$ cat src/emt_pkg.sv
// Function
// - address and control lead the strobe by 0 to 3 cycles after any latch phase, field bits 7:6
// - strobe stays asserted for field bits 5:2 plus one cycles, 1 to 16
// - address and control stay valid 0 to 3 cycles after strobe, bits 1:0
// - every non-multiplexed access lasts setup plus width plus hold plus four cycles
// - shortest non-multiplexed access is five cycles
// - multiplexed latch phase adds at least two cycles, shortest access seven
// - timing register resets to all ones, slowest setup and hold
// - latch strobe high and low times each 1 to 4 cycles from two-bit field
// - write data leads strobe trailing edge by 1 to 19 cycles
// - write data held after strobe for the programmed hold, 0 to 3 cycles
package emt_pkg;
   localparam logic [7:0] EMT_TC_ADDR = 8'h84;
   localparam logic [7:0] EMT_TC_RESET = 8'hff;
   localparam int EMT_SETUP_LSB = 6;
   localparam int EMT_WIDTH_LSB = 2;
   localparam int EMT_HOLD_LSB = 0;
   localparam logic [3:0] EMT_OVH_CYCLES = 4'h4;
   localparam int EMT_CLK_MHZ = 50;
   localparam int EMT_CLK_PERIOD_NS = 1000 / EMT_CLK_MHZ;

   typedef struct packed {
      logic [1:0] addr_setup_select;
      logic [3:0] strobe_width_select;
      logic [1:0] addr_hold_select;
   } emt_timing_s;

   typedef struct packed {
      logic write;
      logic [15:0] addr;
      logic [7:0] wdata;
   } emt_req_s;

   typedef enum logic [2:0] {
      EMT_IDLE = 3'b000,
      EMT_ALE_HI = 3'b001,
      EMT_ALE_LO = 3'b010,
      EMT_SETUP = 3'b011,
      EMT_STROBE = 3'b100,
      EMT_HOLD = 3'b101,
      EMT_OVH = 3'b110
   } emt_state_e;
endpackage

$ cat src/emt_timing.sv
`timescale 1ns/1ps
module emt_timing (
   input wire logic clock_in,
   input wire logic resetn_in,
   input wire logic [7:0] sfr_addr_in,
   input wire logic sfr_wr_in,
   input wire logic [7:0] sfr_wdata_in,
   output logic [7:0] sfr_rdata_out,
   input wire logic mux_mode_in,
   input wire logic [1:0] ale_width_in,
   input wire logic req_valid_in,
   input wire emt_pkg::emt_req_s req_in,
   output logic req_ready_out,
   output logic done_out,
   output logic [7:0] rdata_out,
   output logic [15:0] addr_out,
   output logic bus_active_out,
   output logic ale_out,
   output logic rd_n_out,
   output logic wr_n_out,
   input wire logic [7:0] data_in,
   output logic [7:0] data_out,
   output logic data_oe_out
);
   ////////////////////////////////////////////////////////////////////
   emt_pkg::emt_timing_s tc_q, tc_d, cfg_q, cfg_d;
   emt_pkg::emt_req_s acc_q, acc_d;
   emt_pkg::emt_state_e state_q, state_d;
   logic [3:0] cnt_q, cnt_d;
   logic mux_q, mux_d;
   logic [1:0] alew_q, alew_d;
   logic [7:0] sfr_rdata_q, sfr_rdata_d, rdata_q, rdata_d;
   logic ale_q, ale_d, rd_n_q, rd_n_d, wr_n_q, wr_n_d, oe_q, oe_d, act_q, act_d;

   // length of a setup or hold phase as a down-count load, zero length skipped
   function automatic logic [3:0] emt_load(input logic [1:0] n);
      emt_load = {2'h0, n} - 4'h1;
   endfunction

   ////////////////////////////////////////////////////////////////////
   always_comb begin
      tc_d = tc_q;
      if (sfr_wr_in && sfr_addr_in == emt_pkg::EMT_TC_ADDR) begin
         tc_d = emt_pkg::emt_timing_s'(sfr_wdata_in);
      end
      sfr_rdata_d = (sfr_addr_in == emt_pkg::EMT_TC_ADDR) ? tc_q : 8'h00;
   end

   always_ff @(posedge clock_in or negedge resetn_in) begin
      if (!resetn_in) begin
         tc_q <= emt_pkg::EMT_TC_RESET;
         sfr_rdata_q <= 8'h00;
      end else begin
         tc_q <= tc_d;
         sfr_rdata_q <= sfr_rdata_d;
      end
   end

   assign sfr_rdata_out = sfr_rdata_q;

   ////////////////////////////////////////////////////////////////////
   always_comb begin
      state_d = state_q;
      cnt_d = cnt_q;
      cfg_d = cfg_q;
      acc_d = acc_q;
      mux_d = mux_q;
      alew_d = alew_q;
      rdata_d = rdata_q;
      case (state_q)
         emt_pkg::EMT_IDLE: begin
            if (req_valid_in) begin
               cfg_d = tc_q;
               acc_d = req_in;
               mux_d = mux_mode_in;
               alew_d = ale_width_in;
               if (mux_mode_in) begin
                  state_d = emt_pkg::EMT_ALE_HI;
                  cnt_d = {2'h0, ale_width_in};
               end else if (tc_q.addr_setup_select != 2'h0) begin
                  state_d = emt_pkg::EMT_SETUP;
                  cnt_d = emt_load(tc_q.addr_setup_select);
               end else begin
                  state_d = emt_pkg::EMT_STROBE;
                  cnt_d = tc_q.strobe_width_select;
               end
            end
         end
         emt_pkg::EMT_ALE_HI: begin
            if (cnt_q == 4'h0) begin
               state_d = emt_pkg::EMT_ALE_LO;
               cnt_d = {2'h0, alew_q};
            end else begin
               cnt_d = cnt_q - 4'h1;
            end
         end
         emt_pkg::EMT_ALE_LO: begin
            if (cnt_q != 4'h0) begin
               cnt_d = cnt_q - 4'h1;
            end else if (cfg_q.addr_setup_select != 2'h0) begin
               state_d = emt_pkg::EMT_SETUP;
               cnt_d = emt_load(cfg_q.addr_setup_select);
            end else begin
               state_d = emt_pkg::EMT_STROBE;
               cnt_d = cfg_q.strobe_width_select;
            end
         end
         emt_pkg::EMT_SETUP: begin
            if (cnt_q == 4'h0) begin
               state_d = emt_pkg::EMT_STROBE;
               cnt_d = cfg_q.strobe_width_select;
            end else begin
               cnt_d = cnt_q - 4'h1;
            end
         end
         emt_pkg::EMT_STROBE: begin
            if (cnt_q != 4'h0) begin
               cnt_d = cnt_q - 4'h1;
            end else begin
               if (!acc_q.write) begin
                  rdata_d = data_in;
               end
               if (cfg_q.addr_hold_select != 2'h0) begin
                  state_d = emt_pkg::EMT_HOLD;
                  cnt_d = emt_load(cfg_q.addr_hold_select);
               end else begin
                  state_d = emt_pkg::EMT_OVH;
                  cnt_d = emt_pkg::EMT_OVH_CYCLES - 4'h1;
               end
            end
         end
         emt_pkg::EMT_HOLD: begin
            if (cnt_q == 4'h0) begin
               state_d = emt_pkg::EMT_OVH;
               cnt_d = emt_pkg::EMT_OVH_CYCLES - 4'h1;
            end else begin
               cnt_d = cnt_q - 4'h1;
            end
         end
         emt_pkg::EMT_OVH: begin
            if (cnt_q == 4'h0) begin
               state_d = emt_pkg::EMT_IDLE;
            end else begin
               cnt_d = cnt_q - 4'h1;
            end
         end
         default: begin
            state_d = emt_pkg::EMT_IDLE;
            cnt_d = 4'h0;
         end
      endcase
      // pins follow the next state so they change on the same edge as it
      ale_d = (state_d == emt_pkg::EMT_ALE_HI);
      rd_n_d = !(state_d == emt_pkg::EMT_STROBE && !acc_d.write);
      wr_n_d = !(state_d == emt_pkg::EMT_STROBE && acc_d.write);
      act_d = (state_d != emt_pkg::EMT_IDLE) && (state_d != emt_pkg::EMT_OVH);
      oe_d = acc_d.write && (state_d == emt_pkg::EMT_SETUP || state_d == emt_pkg::EMT_STROBE ||
                             state_d == emt_pkg::EMT_HOLD);
   end

   always_ff @(posedge clock_in or negedge resetn_in) begin
      if (!resetn_in) begin
         state_q <= emt_pkg::EMT_IDLE;
         cnt_q <= 4'h0;
         cfg_q <= emt_pkg::EMT_TC_RESET;
         acc_q <= '0;
         mux_q <= 1'b0;
         alew_q <= 2'h0;
         rdata_q <= 8'h00;
         ale_q <= 1'b0;
         rd_n_q <= 1'b1;
         wr_n_q <= 1'b1;
         oe_q <= 1'b0;
         act_q <= 1'b0;
      end else begin
         state_q <= state_d;
         cnt_q <= cnt_d;
         cfg_q <= cfg_d;
         acc_q <= acc_d;
         mux_q <= mux_d;
         alew_q <= alew_d;
         rdata_q <= rdata_d;
         ale_q <= ale_d;
         rd_n_q <= rd_n_d;
         wr_n_q <= wr_n_d;
         oe_q <= oe_d;
         act_q <= act_d;
      end
   end

   assign req_ready_out = (state_q == emt_pkg::EMT_IDLE);
   assign done_out = (state_q == emt_pkg::EMT_OVH) && (cnt_q == 4'h0);
   assign rdata_out = rdata_q;
   assign addr_out = acc_q.addr;
   assign data_out = acc_q.wdata;
   assign data_oe_out = oe_q;
   assign ale_out = ale_q;
   assign rd_n_out = rd_n_q;
   assign wr_n_out = wr_n_q;
   assign bus_active_out = act_q;

   ////////////////////////////////////////////////////////////////////
   logic [5:0] acc_cnt_q, acc_cnt_d, t_on_q, t_on_d, t_off_q, t_off_d, ale_cyc;
   logic strb_n, first_q;
   assign strb_n = rd_n_q && wr_n_q;
   assign ale_cyc = mux_q ? {3'h0, alew_q, 1'b0} + 6'h2 : 6'h0;

   // strobe length counted cycle by cycle, so a strobe in the first access cycle measures right
   always_comb begin
      acc_cnt_d = (state_q == emt_pkg::EMT_IDLE) ? 6'h0 : acc_cnt_q + 6'h1;
      t_on_d = t_on_q;
      t_off_d = t_off_q;
      if (state_q == emt_pkg::EMT_IDLE) begin
         t_on_d = 6'h0;
      end else if (!strb_n) begin
         t_on_d = t_on_q + 6'h1;
      end
      if (!strb_n) begin
         t_off_d = acc_cnt_q + 6'h1;
      end
   end

   always_ff @(posedge clock_in or negedge resetn_in) begin
      if (!resetn_in) begin
         acc_cnt_q <= 6'h0;
         t_on_q <= 6'h0;
         t_off_q <= 6'h0;
         first_q <= 1'b1;
      end else begin
         acc_cnt_q <= acc_cnt_d;
         t_on_q <= t_on_d;
         t_off_q <= t_off_d;
         first_q <= 1'b0;
      end
   end
endmodule

$ cat config.mk
export PLATFORM = sky130hd
export DESIGN_NAME = emt_timing
export DESIGN_NICKNAME = d
export VERILOG_FILES = /design/src/emt_pkg.sv /design/src/emt_timing.sv
export SDC_FILE = /design/constraint.sdc
export NUM_CORES = 1
export LEC_CHECK = 0
export BUFFER_PORTS_ARGS = -buffer_cell sky130_fd_sc_hd__buf_2
export CAP_MARGIN = 20
export CORE_AREA = 2 2 91 93
export CTS_BUF_LIST = sky130_fd_sc_hd__clkbuf_16
export DETAILED_ROUTE_END_ITERATION = 7
export DIE_AREA = 0 0 93 95
export PLACE_DENSITY = 0.78
export SKIP_LAST_GASP = 1
export SYNTH_ARGS = -nofsm -noshare
export SYNTH_HDL_FRONTEND = slang
export SYNTH_SLANG_ARGS = --single-unit
$ cat constraint.sdc
create_clock -name clock_in -period 4.8 [get_ports clock_in]
set_input_delay 0.48 -clock clock_in [delete_from_list [all_inputs] [get_ports clock_in]]
set_output_delay 0.48 -clock clock_in [all_outputs]
set_load 0.005 [all_outputs]
# ---- After elaboration in Yosys (flattened, before gate mapping)
# Cells that the tools add are included.
dict set report op_classes {
  n_addsub 4
  n_eq_ne 14
  n_mux 27
  bitwise_logic 2
  n_reduce_logical 21
}
# cell count
set op_table {}
lappend op_table {{25-bit 2-to-1 mux} 2}
lappend op_table {{4-bit 2-to-1 mux} 11}
lappend op_table {{3-bit 2-to-1 mux} 10}
lappend op_table {{4-bit case mux with 7 select lines} 1}
lappend op_table {{3-bit case mux with 7 select lines} 1}
lappend op_table {{3-bit equality test, second input constant} 5}
lappend op_table {{3-bit by 2-bit equality test with 1-bit output, second input constant} 3}
lappend op_table {{2-bit by 1-bit subtractor with 3-bit output, second input constant} 3}
lappend op_table {{8-bit equality test, second input constant} 1}
lappend op_table {{8-bit 2-to-1 mux} 1}
lappend op_table {{3-bit by 1-bit equality test with 1-bit output, second input constant} 2}
lappend op_table {{1-bit logical AND} 6}
lappend op_table {{2-bit nonzero test} 3}
lappend op_table {{4-bit logical NOT} 1}
lappend op_table {{2-bit inequality test, second input constant} 2}
lappend op_table {{2-bit AND reduction} 2}
lappend op_table {{4-bit nonzero test} 1}
lappend op_table {{4-bit by 1-bit subtractor with 4-bit output, second input constant} 1}
lappend op_table {{1-bit logical NOT} 3}
lappend op_table {{3-bit logical NOT} 1}
lappend op_table {{3-bit inequality test, second input constant} 1}
lappend op_table {{3-bit AND reduction} 1}
lappend op_table {{3-bit nonzero test} 1}
lappend op_table {{1-bit logical OR} 2}
lappend op_table {{other kinds (2)} 3}
dict set report totals {
  register_bits 71
  inputBits 56
  out_inout_bits 47
}

# ---- Longest topological paths before layout
dict set report depth {
  word_depth 9
  ltp_mapped 9
}

# ---- Worst setup path before layout
# Ideal clock, no wire load.
dict set report synth_path {
  path_kind {register to register}
  startpoint {register cnt_q[0]}
  endpoint {register cnt_q[0]}
  arrival_ns 2.254
  setup_slack_ns 2.426
  stages_incl_launch_ff 9
  path_buffers 0
  period_less_slack_ns 2.374
  path_cell_list {dfrtp_1 inv_1 ha_1 or3b_4 o311ai_4 o311ai_2 or3b_4 a32o_1 a31o_1}
}
dict set report synth_via {
  elab_chain_cells 3
}
# element line
set synth_lines {}
lappend synth_lines {{from (decl)} emt_timing.sv:29} ;# logic [3:0] cnt_q, cnt_d;
lappend synth_lines {{from (signal assigned)} emt_timing.sv:177} ;# cnt_q <= cnt_d;
lappend synth_lines {{4-bit by 1-bit subtractor with 4-bit output (tied with other cells)} -}
lappend synth_lines {{4-bit 2-to-1 mux (tied with other cells)} emt_timing.sv:141} ;# if (cnt_q == 4'h0) begin
lappend synth_lines {{4-bit case mux with 7 select lines or 2-bit AND reduction (tied branches)} -}
# Several ways; a longest one is shown, not always the timed one. The select of a mux whose other input is x is not followed.
# A chain may end at the register's enable or synchronous reset.

# ---- Worst setup path in the final report
dict set report layout_path {
  startpoint {register state_q[1]}
  endpoint {register cnt_q[0]}
}
dict set report layout_via {
  elab_chain_cells 3
}
# element line
set layout_lines {}
lappend layout_lines {{from (decl)} emt_timing.sv:28} ;# emt_pkg::emt_state_e state_q, state_d;
lappend layout_lines {{from (signal assigned)} emt_timing.sv:163} ;# state_q <= emt_pkg::EMT_IDLE;
lappend layout_lines {{from (signal assigned)} emt_timing.sv:176} ;# state_q <= state_d;
lappend layout_lines {{3-bit equality test or 3-bit logical NOT (tied branches)} emt_timing.sv:70} ;# case (state_q)
lappend layout_lines {{2-bit inequality test (no source line)} -}
lappend layout_lines {{2-bit AND reduction (no source line)} -}
# Several ways; a longest one is shown, not always the timed one.

==> impl_metrics.ini <==
[power]
cellInternalPower_w = 0.00179
powerDensity_nw_per_um2 = 643
p_seq_share_pct = 37.0
leakage_nw = 1.96
switching_share_pct = 33.3
comb_power_share_pct = 36.2
p_sw_w = 0.000891
pwr-share-clk_pct = 26.8
ir_worst_vdd_mv = 0.246

[global_route]
grt_overflow = 0
track_usage_pct = 16.2
grt_pass1_vias = 2387
antenna_found_initial = 0
grt_pass1_wl_mm = 11.1
grt_max_degree = 72

[routing]
drtAntennaViolNets = 0
post_drt_wl_per_cell_um = 14.6
drc_errors = 0
totalWireLength_mm = 6.89
vias = 2457
first_iter_violations = 216
vias_per_cell = 5.19
drtPass1Iterations = 4

[floorplan]
die-area_sq_um = 8840
fp-row-count = 33
start_util_pct = 43.0
fp.coreArea_sq_um = 7930
die_x_um = 93
io_pins = 103
die_y_um = 95

[final_layout]
final_cell_mix = 102 x buf_2, 53 x dfrtp_1, 47 x mux2_2
drive_above_1_share_pct = 52.4
syn_to_final_growth_pct = 22.0
seq_area_sq_um = 1800
layout.nets = 423
antenna_cells = 0
n_fill_cell = 717
mostFrequentLayoutCell = buf_2
multiInputGateArea_sq_um = 1340

[critical_path]
path_max_fanout = 22
critPathRequiredTime_ns = 5.02
ff2ff_setup_slack_ns = 1.79
r2r_start = state_q[1]
r2r_cells = 6
crit_start = state_q[1]
end_kind = flip-flop
worst-setup-path-type = reg2reg
cp_slowest_cell = dfrtp_1
start_kind = flip-flop
crit_arrival_ns = 3.22
r2r-end = cnt_q[0]
max_stage_delay_ns = 0.74
cp_cell_sequence = or4b_1 > buf_4 > o311ai_2 > or3b_4 > a32o_1 > a31o_1

[synth]
yosysWarnings = 0
syn_nets = 345
ys_ff_latch = 71
netlist_instances = 285
synthFlopType = dfrtp_1
synth_top_cell_area_share_pct = 38.9
synth_top_cell_by_area = dfrtp_1
yosysSeqAreaShare_pct = 52.8
synthDistinctLibCells = 48
synthTopCellsByArea = dfrtp_1 39%, mux2_2 16%, dfstp_2 14%, buf_4 5.3%, nand2_1 1.9%
synth_edf_count = 0
avgSynthCellArea_sq_um = 12.0
ys_async_sr_fraction_pct = 100
syn_area_sq_um = 3410

[timing]
drv_slew = 0
finClkSkew_ns = 0.00630
rsz0062_at_grt = false
fin_tns_setup_ns = 0
setup_violations = 0
hold_viol = 0
timing.slew.headroom_pct = 42.5
worst_pin_slew_ns = 0.862
fin_crit_ns = 3.01
fin_ws_ns = 1.79
post-route-period-util_pct = 62.7
fmax_ghz = 0.332

[clocking]
ctsHoldBuffers = 0
cts_sinks = 71
clk_latency_ns = 0.33
cts_root_buffer = clkbuf_16
cts_resized = 0
htree_levels = 3
path_clk_slew_ns = 0.06
cts.path.max_buffers = 2
post-cts-setup-buffers = 0
cts_buffers = 9
cts_tree = built

[worst_hold_path]
hold_path.class = in2async

[outcome]
status = completed

[place]
hpwl_mm = 4.99
routabilityCongestion = 0.863
post-place-ws_ns = 1.77
port_buffers = 102

[job]
max-cap-violations = 0
==> layout make-up <==
type	instances	area share, %
Clock buffer	9	5.41
Inverter	11	0.992
Timing Repair Buffer	104	12.6
Multi-Input combinational cell	166	32.1
Sequential cell	71	43.2
Tap cell	105	3.16
Clock inverter	7	2.47
==> routing by layer <==
metal	vias up	share of wire, %	GRT usage (%)
met1	1207	41	19.1
li1	1146	-	-
met4	0	2.0	7.60
met2	93	50	28.3
met3	11	6.3	3.43
met5	-	0	0
==> power by group through the flow <==
stage	combinational, W	clock [W]	sequential (W)
6_report	0.000970	0.000718	0.000989
5_1_grt	0.00108	0.000767	0.00102
4_1_cts	0.000975	0.000736	0.000990
3_5_place_dp	0.000971	0	0.000999
3_3_place_gp	0.000950	0	0.000985
2_1_floorplan	0.000837	0	0.000938
==> registers in the layout (all words and copies together) (netlist names) <==
register,count
data_oe_out,1
addr_out,16
cnt_q,4
rd_n_out,1
sfr_rdata_out,8
ale_out,1
state_q,3
tc_q,8
wr_n_out,1
alew_q,2
acc_q,1
data_out,8
cfg_q,8
bus_active_out,1
rdata_out,8
==> critical path: cells and delay by family, from the launching register on <==
family,cells,cell delay [ns]
DFF,1,0.74
buffers and inverters,1,0.40
AOI/OAI and AO/OA,3,0.58
and+or+nand+nor,2,1.16
==> stage by stage <==
stage	instance area, sq um	cells	utilization (%)	hold slack, ns	power (W)
after floorplan	3410	285	-	0.184	0.00178
after global placement	3830	457	48.4	0.470	0.00193
after detailed placement	3830	457	48.4	0.480	0.00197
after CTS	4160	473	52.5	0.359	0.00270
after global routing	4160	473	52.5	0.363	0.00287
final	4160	473	52.5	0.361	0.00268
==> synth_stat cells (2+ instances only) <==
cell,n
a31oi_1,4
a2111oi_0,2
nor2b_1,3
o31ai_1,2
o21ai_0,7
nor2_1,9
buf_2,3
o211ai_1,5
nand3_1,5
clkbuf_1,9
and3_1,2
dfstp_2,18
or3b_4,2
a221o_1,3
nor4b_1,2
buf_4,24
mux2_2,47
or3_1,2
a21oi_1,12
mux2_1,2
nand2_1,17
nor3_1,4
inv_1,11
mux2i_1,3
dfrtp_1,53
ha_1,4
and2_1,8
a32o_1,2
==> worst max-delay path by stage <==
stage,endpoint,slack [ns],cells after the start
2_1_floorplan,cnt_q[0],2.43,8
3_3_place_gp,cnt_q[0],1.84,6
3_5_place_dp,cnt_q[0],1.77,6
4_1_cts,cnt_q[0],1.78,6
5_1_grt,cnt_q[0],1.59,6
6_report,cnt_q[0],1.79,6
==> logic make-up after synthesis <==
group                    count (synthesis)  synth area share, %
flip-flops                              71                 52.8
AND/OR/NAND/NOR                         63                 10.3
multiplexers                            52                 17.1
buffers and inverters                   48                 8.07
AO/OA/AOI/OAI                           46                 10.1
adder cells (fa/ha/maj)                  4                 1.47
XOR/XNOR                                 1                0.257
Note: power is estimated with default switching activity, not from simulation.
